**src/dlc_consts.svh**
```systemverilog
// Purpose: Offsets, field positions, codes and counts of the logger control
// Assumes: 32-bit APB data, one aligned word per register
// Notes:   Included by the top module
`ifndef DLC_CONSTS_SVH
`define DLC_CONSTS_SVH

// ----------------------------------------------------------------------
// Register byte offsets
// ----------------------------------------------------------------------
`define DLC_OFS_CTRL       8'h00
`define DLC_OFS_STATUS     8'h04
`define DLC_OFS_ERR_CODE   8'h08
`define DLC_OFS_REC_COUNT  8'h0C
`define DLC_OFS_STORE_CMD  8'h10
`define DLC_OFS_SAMPLE_LIM 8'h14
`define DLC_OFS_PERIOD     8'h18
`define DLC_OFS_TRIG_SEL   8'h1C
`define DLC_OFS_CFG_COMMIT 8'h20
`define DLC_OFS_IRQ_STATUS 8'h24
`define DLC_OFS_IRQ_CLEAR  8'h28
`define DLC_OFS_IRQ_ENABLE 8'h2C

// ----------------------------------------------------------------------
// Control fields
// ----------------------------------------------------------------------
`define DLC_CTRL_RUN     0
`define DLC_CTRL_REQ     1
`define DLC_CTRL_CYCLIC  2
`define DLC_CTRL_TRIG    3

// ----------------------------------------------------------------------
// Status fields
// ----------------------------------------------------------------------
`define DLC_ST_PRESENT 0
`define DLC_ST_BUSY    1
`define DLC_ST_ERROR   2
`define DLC_ST_LIMIT   3
`define DLC_ST_VALID   4

// ----------------------------------------------------------------------
// Interrupt bits
// ----------------------------------------------------------------------
`define DLC_IRQ_RECORD 0
`define DLC_IRQ_LIMIT  1
`define DLC_IRQ_DONE   2
`define DLC_IRQ_ERROR  3

// ----------------------------------------------------------------------
// Codes and counts
// ----------------------------------------------------------------------
`define DLC_STORE_CODE  16'h5AA5
`define DLC_STORE_IDLE  16'h0000
`define DLC_ERR_NO_CARD 16'h0001
`define DLC_MAX_POINTS  15'h4000
`define DLC_SEC_CYCLES  125000000

`endif

```
**src/dlc_pkg.sv**
```systemverilog
// Purpose: Types of the logger control
// Assumes: Constants come from dlc_consts.svh
// Notes:   Whole module state is one packed struct
package dlc_pkg;

	typedef enum logic [0:0] {
		DLC_IDLE  = 1'b0,
		DLC_STORE = 1'b1
	} dlc_store_e;

	typedef struct packed {
		logic        run;
		logic        req;
		logic        cyclic;
		logic        trig_mode;
		logic [15:0] cmd;
		logic [14:0] limit;
		logic [15:0] period;
		logic [12:0] trig_sel;
		logic        valid;
		logic [31:0] count;
		logic        lim_flag;
		logic [13:0] slot;
		logic [26:0] pre;
		logic [15:0] secs;
		logic        relay_prev;
		logic        req_prev;
		dlc_store_e  st;
		logic        err;
		logic [15:0] err_code;
		logic        cp_s1;
		logic        cp_s2;
		logic        cp_s3;
		logic        present;
		logic [3:0]  irq_st;
		logic [3:0]  irq_en;
		logic [31:0] prdata;
		logic        pready;
		logic        pslverr;
		logic        irq;
		logic        sample_stb;
	} dlc_state_s;

endpackage

```
**src/dlc_top.sv**
```systemverilog
// Purpose: Long-term data logger control with APB registers
// Assumes: Relay image and card writer run on sys_clk_i
// Notes:   Only the card-present pin is asynchronous
//
// Overview of operation
// - Records are taken while the run flag is set, none once cleared.
// - Hardware never clears the run flag, even when space is full.
// - A read-only 32-bit record count grows by one per stored record.
// - Limit flag rises when count reaches sample count, cyclic or not.
// - At the limit recording stops, or wraps over oldest records if cyclic.
// - Triggered mode samples on a rising edge of the chosen relay bit.
// - Parameters-valid flag is set by a valid commit, cleared by a sample-count or period write or a failed commit; a control write keeps it.
// - Store request rising with command 5AA5 starts a card store.
// - Command reads zero after a successful store; other values never start one.
// - A store also starts when the limit flag comes on with command 5AA5.
// - Card-present flag follows card insertion.
// - Store-busy flag is on for the whole card write.
// - A card error sets the error flag and latches the error code.
`include "dlc_consts.svh"

module dlc_top #(
	parameter int unsigned SEC_CYCLES = `DLC_SEC_CYCLES
) (
	// Clock and reset
	input  wire logic        sys_clk_i,
	input  wire logic        sys_rst_i,
	// APB slave
	input  wire logic        psel_i,
	input  wire logic        penable_i,
	input  wire logic        pwrite_i,
	input  wire logic [7:0]  paddr_i,
	input  wire logic [31:0] pwdata_i,
	output logic [31:0]      prdata_o,
	output logic             pready_o,
	output logic             pslverr_o,
	// Interrupt
	output logic             irq_o,
	// Relay image
	output logic [12:0]      relay_sel_o,
	input  wire logic        relay_val_i,
	// Record store strobe
	output logic             sample_stb_o,
	output logic [13:0]      sample_slot_o,
	// Memory card
	input  wire logic        card_present_i,
	output logic             card_store_o,
	input  wire logic        card_done_i,
	input  wire logic        card_err_i,
	input  wire logic [15:0] card_err_code_i
);

	// ------------------------------------------------------------------
	// State
	// ------------------------------------------------------------------
	dlc_pkg::dlc_state_s s;
	dlc_pkg::dlc_state_s next_s;

	logic        setup;
	logic        wr;
	logic [7:0]  a;
	logic        tick;
	logic        trig;
	logic        take;
	logic [31:0] cnt_inc;
	logic        lim_rise;
	logic        req_rise;
	logic        start;
	logic        cfg_ok;
	logic [3:0]  ev;
	logic [31:0] rd;
	logic        hit;

	// ------------------------------------------------------------------
	// Next state
	// ------------------------------------------------------------------
	always_comb begin
		next_s   = s;
		setup    = psel_i && !penable_i;
		wr       = psel_i && penable_i && s.pready && pwrite_i;
		a        = paddr_i;
		ev       = 4'h0;
		rd       = 32'h0000_0000;
		hit      = 1'b1;
		tick     = 1'b0;
		trig     = 1'b0;
		take     = 1'b0;
		lim_rise = 1'b0;
		start    = 1'b0;
		cnt_inc  = s.count + 32'h0000_0001;

		// Card-present pin, three stages
		next_s.cp_s1 = card_present_i;
		next_s.cp_s2 = s.cp_s1;
		next_s.cp_s3 = s.cp_s2;
		if (s.cp_s2 == s.cp_s3) begin
			next_s.present = s.cp_s3;
		end

		// Period timer and trigger edge
		next_s.relay_prev = relay_val_i;
		if (s.run && s.valid && !s.trig_mode) begin
			if (s.pre == 27'(SEC_CYCLES - 1)) begin
				next_s.pre = 27'h000_0000;
				if (s.secs + 16'h0001 >= s.period) begin
					next_s.secs = 16'h0000;
					tick = 1'b1;
				end else begin
					next_s.secs = s.secs + 16'h0001;
				end
			end else begin
				next_s.pre = s.pre + 27'h000_0001;
			end
		end else begin
			next_s.pre  = 27'h000_0000;
			next_s.secs = 16'h0000;
		end
		trig = s.trig_mode && relay_val_i && !s.relay_prev;

		// Record taking
		take = s.run && s.valid && (tick || trig)
			&& (!s.lim_flag || s.cyclic);
		next_s.sample_stb = take;
		if (take) begin
			next_s.count = cnt_inc;
			ev[`DLC_IRQ_RECORD] = 1'b1;
			if ({15'h0000, s.slot} + 29'h0000_0001 >= {14'h0000, s.limit}) begin
				next_s.slot = 14'h0000;
			end else begin
				next_s.slot = s.slot + 14'h0001;
			end
			if (cnt_inc >= {17'h0_0000, s.limit} && !s.lim_flag) begin
				next_s.lim_flag = 1'b1;
				lim_rise = 1'b1;
				ev[`DLC_IRQ_LIMIT] = 1'b1;
			end
		end

		// Card store sequence
		req_rise = s.req && !s.req_prev;
		next_s.req_prev = s.req;
		start = (s.cmd == `DLC_STORE_CODE)
			&& (req_rise || lim_rise);
		case (s.st)
			dlc_pkg::DLC_IDLE: begin
				if (start) begin
					if (s.present) begin
						next_s.st  = dlc_pkg::DLC_STORE;
						next_s.err = 1'b0;
					end else begin
						next_s.err      = 1'b1;
						next_s.err_code = `DLC_ERR_NO_CARD;
						ev[`DLC_IRQ_ERROR] = 1'b1;
					end
				end
			end
			dlc_pkg::DLC_STORE: begin
				if (card_err_i) begin
					next_s.st       = dlc_pkg::DLC_IDLE;
					next_s.err      = 1'b1;
					next_s.err_code = card_err_code_i;
					ev[`DLC_IRQ_ERROR] = 1'b1;
				end else if (card_done_i) begin
					next_s.st  = dlc_pkg::DLC_IDLE;
					next_s.cmd = `DLC_STORE_IDLE;
					ev[`DLC_IRQ_DONE] = 1'b1;
				end
			end
			default: begin
				next_s.st = dlc_pkg::DLC_IDLE;
			end
		endcase

		// Configuration check
		cfg_ok = (s.limit != 15'h0000) && (s.limit <= `DLC_MAX_POINTS)
			&& (s.trig_mode || s.period != 16'h0000);

		// Register writes
		if (wr) begin
			case (a)
				`DLC_OFS_CTRL: begin
					next_s.run       = pwdata_i[`DLC_CTRL_RUN];
					next_s.req       = pwdata_i[`DLC_CTRL_REQ];
					next_s.cyclic    = pwdata_i[`DLC_CTRL_CYCLIC];
					next_s.trig_mode = pwdata_i[`DLC_CTRL_TRIG];
				end
				`DLC_OFS_STORE_CMD: begin
					next_s.cmd = pwdata_i[15:0];
				end
				`DLC_OFS_SAMPLE_LIM: begin
					next_s.limit = pwdata_i[14:0];
					next_s.valid = 1'b0;
				end
				`DLC_OFS_PERIOD: begin
					next_s.period = pwdata_i[15:0];
					next_s.valid  = 1'b0;
				end
				`DLC_OFS_TRIG_SEL: begin
					next_s.trig_sel = pwdata_i[12:0];
				end
				`DLC_OFS_CFG_COMMIT: begin
					next_s.valid    = pwdata_i[0] && cfg_ok;
					next_s.count    = 32'h0000_0000;
					next_s.lim_flag = 1'b0;
					next_s.slot     = 14'h0000;
				end
				`DLC_OFS_IRQ_ENABLE: begin
					next_s.irq_en = pwdata_i[3:0];
				end
				default: begin
					next_s.irq_en = next_s.irq_en;
				end
			endcase
		end

		// Interrupt status, set wins over clear
		if (wr && a == `DLC_OFS_IRQ_CLEAR) begin
			next_s.irq_st = (s.irq_st & ~pwdata_i[3:0]) | ev;
		end else begin
			next_s.irq_st = s.irq_st | ev;
		end
		next_s.irq = |(next_s.irq_st & next_s.irq_en);

		// Register reads
		case (a)
			`DLC_OFS_CTRL: begin
				rd = {28'h000_0000, s.trig_mode, s.cyclic, s.req, s.run};
			end
			`DLC_OFS_STATUS: begin
				rd = {27'h000_0000, s.valid, s.lim_flag, s.err,
					s.st == dlc_pkg::DLC_STORE, s.present};
			end
			`DLC_OFS_ERR_CODE: begin
				rd = {16'h0000, s.err_code};
			end
			`DLC_OFS_REC_COUNT: begin
				rd = s.count;
			end
			`DLC_OFS_STORE_CMD: begin
				rd = {16'h0000, s.cmd};
			end
			`DLC_OFS_SAMPLE_LIM: begin
				rd = {17'h0_0000, s.limit};
			end
			`DLC_OFS_PERIOD: begin
				rd = {16'h0000, s.period};
			end
			`DLC_OFS_TRIG_SEL: begin
				rd = {19'h0_0000, s.trig_sel};
			end
			`DLC_OFS_CFG_COMMIT: begin
				rd = 32'h0000_0000;
			end
			`DLC_OFS_IRQ_STATUS: begin
				rd = {28'h000_0000, s.irq_st};
			end
			`DLC_OFS_IRQ_CLEAR: begin
				rd = 32'h0000_0000;
			end
			`DLC_OFS_IRQ_ENABLE: begin
				rd = {28'h000_0000, s.irq_en};
			end
			default: begin
				hit = 1'b0;
			end
		endcase

		// APB answer, one cycle after setup
		next_s.pready  = setup;
		next_s.pslverr = setup && !hit;
		if (setup) begin
			next_s.prdata = (hit && !pwrite_i) ? rd : 32'h0000_0000;
		end
	end

	// ------------------------------------------------------------------
	// State register
	// ------------------------------------------------------------------
	always_ff @(posedge sys_clk_i or posedge sys_rst_i) begin
		if (sys_rst_i) begin
			s <= '0;
		end else begin
			s <= next_s;
		end
	end

	// ------------------------------------------------------------------
	// Outputs
	// ------------------------------------------------------------------
	assign prdata_o      = s.prdata;
	assign pready_o      = s.pready;
	assign pslverr_o     = s.pslverr;
	assign irq_o         = s.irq;
	assign relay_sel_o   = s.trig_sel;
	assign sample_stb_o  = s.sample_stb;
	assign sample_slot_o = s.slot;
	assign card_store_o  = (s.st == dlc_pkg::DLC_STORE);

endmodule

```
**config.mk**
```make
export PLATFORM = sky130hd
export DESIGN_NAME = dlc_top
export DESIGN_NICKNAME = d
export VERILOG_FILES = /design/src/dlc_pkg.sv /design/src/dlc_top.sv
export VERILOG_INCLUDE_DIRS = /design/src /design/src/src
export SDC_FILE = /design/constraint.sdc
export NUM_CORES = 1
export LEC_CHECK = 0
export BUFFER_PORTS_ARGS = -buffer_cell sky130_fd_sc_hd__clkbuf_2
export CAP_MARGIN = 25
export CORE_MARGIN = 2
export CORE_UTILIZATION = 60
export DETAILED_ROUTE_END_ITERATION = 10
export GPL_ROUTABILITY_DRIVEN = 0
export GPL_TIMING_DRIVEN = 0
export PLACE_DENSITY = 0.84
export SETUP_SLACK_MARGIN = 0.15
export SYNTH_ARGS = -nofsm -noshare
export SYNTH_HDL_FRONTEND = slang
export SYNTH_SLANG_ARGS = --single-unit
```
**constraint.sdc**
```tcl
create_clock -name sys_clk_i -period 14.4 [get_ports sys_clk_i]
set_clock_uncertainty 0.2 [all_clocks]
set_input_delay 1.44 -clock sys_clk_i [delete_from_list [all_inputs] [get_ports sys_clk_i]]
set_output_delay 1.44 -clock sys_clk_i [all_outputs]
set_load 0.05 [all_outputs]
```
# Yosys cells after proc, flatten, opt, wreduce, memory -nomap -nowiden
# Cells that the tools add are included.
# totals
output_inout_bits	64
input_bits	65
elab_cells	150
reg_bits	223
# classes
add_sub_neg	5
n_mux	43
reduce_logical	44
order_cmp	4
bitwise_logic	6
eq_ne	18
# ops
cell	n
32-bit one-hot mux with 10 select lines	1
16-bit two-way mux	8
108-bit two-way mux	1
47-bit two-way mux	2
43-bit two-way mux	1
18-bit one-hot mux with 2 select lines	1
32-bit by 1-bit adder with 32-bit output, second input constant	1
8-bit by 5-bit equality test with 1-bit output, second input constant	4
8-bit by 6-bit equality test with 1-bit output, second input constant	4
32-bit by 15-bit greater-or-equal comparator with 1-bit output	1
32-bit two-way mux	1
27-bit by 1-bit adder with 27-bit output, second input constant	1
27-bit equality test, second input constant	1
27-bit two-way mux	1
1-bit logical AND	19
18-bit two-way mux	1
17-bit two-way mux	1
16-bit by 1-bit adder with 16-bit output, second input constant	1
16-bit by 15-bit equality test with 1-bit output, second input constant	1
8-bit by 4-bit equality test with 1-bit output, second input constant	2
16-bit greater-or-equal comparator	1
1-bit two-way mux	16
16-bit nonzero test	1
14-bit by 1-bit adder with 15-bit output, second input constant	1
27 further kinds	48

# Longest topological paths before layout
# depth
depth_word	17
ltp_mapped	18
depth_no_buf	17

# Least setup slack after synthesis
# No wires, ideal clock.
# synth_timing
path_type	register to register
from	register s[68] (netlist name)
to	register s (netlist bit irq_o)
required_time_ps	14061
arrival_ps	3547
stages_incl_launch_ff	19
n_path_buf	2
setup_slack_ps	10515
synth_period_minus_slack_ps	3885
setup_time_ps	139
path_cell_list	dfrtp_1 -> nand3_1 -> nor2_1 -> and3_1 -> and3_1 -> and3_1 -> xor2_1 -> ha_1 -> a21o_1 -> a21o_1 -> a21oi_1 -> o31ai_1 -> o21a_1 -> o22ai_1 -> clkbuf_1 -> clkbuf_1 -> nand2_1 -> a222oi_1 -> nand3_1
# synth_rtl
element	line	source
from (decl)	dlc_top.sv:55	dlc_pkg::dlc_state_s s;
from (signal assigned)	dlc_top.sv:282	s <= next_s;

==> results.txt <==
status -> completed
clock buffer depth -> 3
first-pass GRT wire length -> 53600 um
I/O pin count -> 129
clk sinks -> 223
FF/Latch Area -> 5580 sq um
post-route ant nets -> 0
CTS tree -> done
Max VDD drop -> 0.0000756 V
average wire per standard cell -> 19.6 um
Switch Pwr -> 300 uW
CP max FO -> 10
DP Cell Count -> 1681
root buffer cell -> clkbuf_16
cell row count -> 53
reg2reg path depth -> 18
multi-input logic area -> 6200 sq um
Die ar. -> 22200 sq um
EDFF count, synth -> 0
# DRC -> 0
Synth Cell Area -> 12600 sq um
Skew-Pair Late Insertion Delay -> 0.52 ns
reg2reg end -> irq_o
layout cells sized above 1 -> 0.212
via count -> 10700
vias per cell -> 6.17
RSZ-0062 raised after global routing -> false
flop-to-flop setup slack -> 9.33 ns
final hold vios -> 0
Hold EP -> next_s[45]
antenna violations before repair -> 0
Post-synth ARST share -> 1.00
shortest period the worst path allows -> 5.07 ns
Resized cells post-CTS -> 0
CTS buffer count -> 24
Tcrit/Tclk final -> 0.352
placed cell areas -> 13600 sq um
pre-CTS worst setup slack -> 9.44 ns
count of cell types in the netlist -> 68
Logic pwr share -> 0.032
pwr dens -> 93.6 nW/um^2
Net Sw Frac -> 0.221
Pint -> 1050 uW
1st-iter DRT viols -> 1040
Die Wd -> 149 um
# hold bufs at CTS -> 0
Worst Setup End Kind -> flop
max-cap violation count -> 0
Worst Max-Slew Pin Slew -> 0.838 ns
Detailed Routing Iterations Pass 1 -> 6
Clk pin slew, worst setup/hold paths -> 0.06 ns
Starting Density -> 0.607
PortBufs -> 112
Synth Register Bits -> 223
Core ar. -> 20800 sq um
Max Freq -> 0.197 GHz
Cells on Worst Hold Path -> 0
crit path DAT -> 5.26 ns
syn nets -> 1408
largest net degree at the start of global routing -> 135
Setup TNS -> 0 ns
Clk network pwr share -> 0.499
Finished Layout Cells -> 1726
gr ovfl total -> 0
post-DP HPWL -> 24600 um
vias in the first global route -> 9960
FF-to-FF Start -> s[68]
Die H -> 149 um
Slew Limit Headroom -> 0.434
Syn Area/Cell -> 9.78 sq um
Lkg Pwr -> 0.00712 uW
WL final -> 33800 um
CP Data Required Time -> 14.58 ns
fin nets -> 1548
Worst setup SP type -> flop
ant diodes -> 0
final setup margin -> 9.33 ns
HP Class -> reg2reg
sequential share of power -> 0.469
sequential share of the synthesized area -> 0.441
final count of pins violating max slew -> 0
final setup violating endpoints -> 0
WHS -> 0.152 ns
Most used DFF post-synth -> dfrtp_1
post-layout instance area -> 14500 sq um
Max H-tree Level -> 1
Post-CTS Setup Inserts -> 0
Crit Path Class -> reg2reg
Syn. warnings -> 0
Area Overhead vs Synth -> 14.4%
cells after synthesis -> 1293
Tot GR Track Use -> 0.304
hold path start -> next_s[46]
fillcell total -> 1573
-- flip-flops by register name, indices dropped and copies added, names as in the netlist --
| name | count |
|---|---|
| relay_sel_o | 13 |
| next_s | 3 |
| irq_o | 1 |
| card_store_o | 1 |
| prdata_o | 32 |
| pslverr_o | 1 |
| pready_o | 1 |
| sample_stb_o | 1 |
| s | 156 |
| sample_slot_o | 14 |
-- cell families (layout without fill, tap and decap cells) --
| kind of cell | count (synthesis) | after routing | synth area share |
|---|---|---|---|
| XOR/XNOR | 89 | 89 | 0.0617 |
| flip-flops | 223 | 223 | 0.441 |
| buffers and inverters | 166 | 324 | 0.0684 |
| multiplexers | 54 | 54 | 0.0483 |
| AND/OR/NAND/NOR | 469 | 469 | 0.193 |
| adder cells (fa/ha/maj) | 51 | 51 | 0.0503 |
| AO/OA/AOI/OAI | 241 | 241 | 0.137 |
-- how the worst max path moves through the flow --
stage / from / end / slack [ns] / cells past startpoint
6_report: s[68] / irq_o / 9.33 / 18
5_1_grt: s[68] / irq_o / 9.05 / 18
4_1_cts: s[68] / irq_o / 9.41 / 18
3_5_place_dp: s[68] / irq_o / 9.44 / 18
3_3_place_gp: sys_rst_i / sample_stb_o / 4.32 / 2
2_1_floorplan: sys_rst_i / card_store_o / 6.65 / 1
-- layout by cell type, fill, tap and decap left out, types with 11 or more instances in the layout --
| master | n |
|---|---|
| a21o_1 | 16 |
| nand2b_1 | 14 |
| nand3b_1 | 11 |
| dfrtp_1 | 223 |
| nor2_1 | 109 |
| ha_1 | 50 |
| clkbuf_1 | 51 |
| nand4_1 | 20 |
| nor3_1 | 19 |
| or3_1 | 13 |
| mux2_2 | 52 |
| a32o_1 | 11 |
| nand3_1 | 55 |
| a21oi_1 | 38 |
| inv_1 | 42 |
| a22oi_1 | 28 |
| xnor2_1 | 45 |
| clkbuf_16 | 25 |
| buf_4 | 59 |
| and2_1 | 21 |
| clkbuf_2 | 114 |
| xor2_1 | 44 |
| and3_1 | 28 |
| o21ai_0 | 55 |
| a221oi_1 | 17 |
| nand2_1 | 131 |
| nor4_1 | 16 |
| a22o_1 | 33 |
-- critical path, cell delays in order (launching register included) --
cell,delay (ns)
dfrtp_1,0.44
ha_1,0.22
nand3_1,0.12
nor2_1,0.23
and3_1,0.28
and3_1,0.26
nand3_1,0.11
xnor2_1,0.24
ha_1,0.29
a21o_1,0.16
a21oi_1,0.15
o31ai_1,0.11
o21a_1,0.26
o22ai_1,0.33
clkbuf_1,0.38
clkbuf_1,0.57
nand2_1,0.17
a222oi_1,0.27
nand3_1,0.12
-- layout make-up --
class                      instances  area share
sequential                       223       0.386
tap                              275      0.0238
inverter                          44      0.0119
buffer                           122      0.0484
clock inverter                    14      0.0131
multi-input combinational        904       0.428
clock buffer                      30      0.0473
timing repair buffer             114      0.0412
-- stage by stage --
| stage | power, uW | util |
|---|---|---|
| CTS | 1360 | 0.694 |
| global route | 1390 | 0.695 |
| global placement | 688 | 0.651 |
| finish | 1350 | 0.695 |
| detailed placement | 689 | 0.652 |
| floorplan | 667 | - |
-- Yosys cell counts (all sizes together), types with 2 or more instances --
cell type / instances / area share
o31ai: 3 / 0.0018
dfrtp: 223 / 0.44
nor2b: 4 / 0.0020
nand4: 24 / 0.016
nand2b: 14 / 0.0069
xor2: 44 / 0.030
a22o: 40 / 0.028
a222oi: 4 / 0.0032
nor3: 19 / 0.0075
a31oi: 8 / 0.0040
a221oi: 17 / 0.012
a21oi: 38 / 0.015
nand3b: 11 / 0.0065
or4: 2 / 0.0012
buf: 70 / 0.040
a32o: 11 / 0.0087
mux2: 53 / 0.048
a22oi: 28 / 0.017
a211oi: 4 / 0.0024
inv: 43 / 0.013
ha: 50 / 0.049
a21o: 16 / 0.0095
nor2: 109 / 0.032
and4: 3 / 0.0022
nor3b: 4 / 0.0024
nand2: 131 / 0.039
or3: 13 / 0.0064
o21ai: 56 / 0.023
nor4bb: 4 / 0.0037
nand3: 58 / 0.025
nor4: 20 / 0.015
clkbuf: 52 / 0.016
and2: 21 / 0.010
or4b: 2 / 0.0016
and3: 28 / 0.014
xnor2: 45 / 0.031
o22ai: 2 / 0.0015
a211o: 5 / 0.0036
o2111ai: 2 / 0.0014
-- per-layer routing --
metal  vias up  routed length, um  GRT usage
li1       4845                  -          -
met1      5129              13800      0.431
met2       574              15400      0.478
met3       106               3250     0.0495
met4         0               1310      0.109
met5         -                  0          0
-- power groups by stage --
stage          registers [uW]  clock network (uW)  logic, uW
2_1_floorplan             645                   0       21.8
3_3_place_gp              646                   0       41.4
3_5_place_dp              646                   0       43.5
4_1_cts                   634                 679       43.6
5_1_grt                   634                 705       47.7
6_report                  635                 675       43.3
Note: power is estimated with default switching activity, not from simulation.
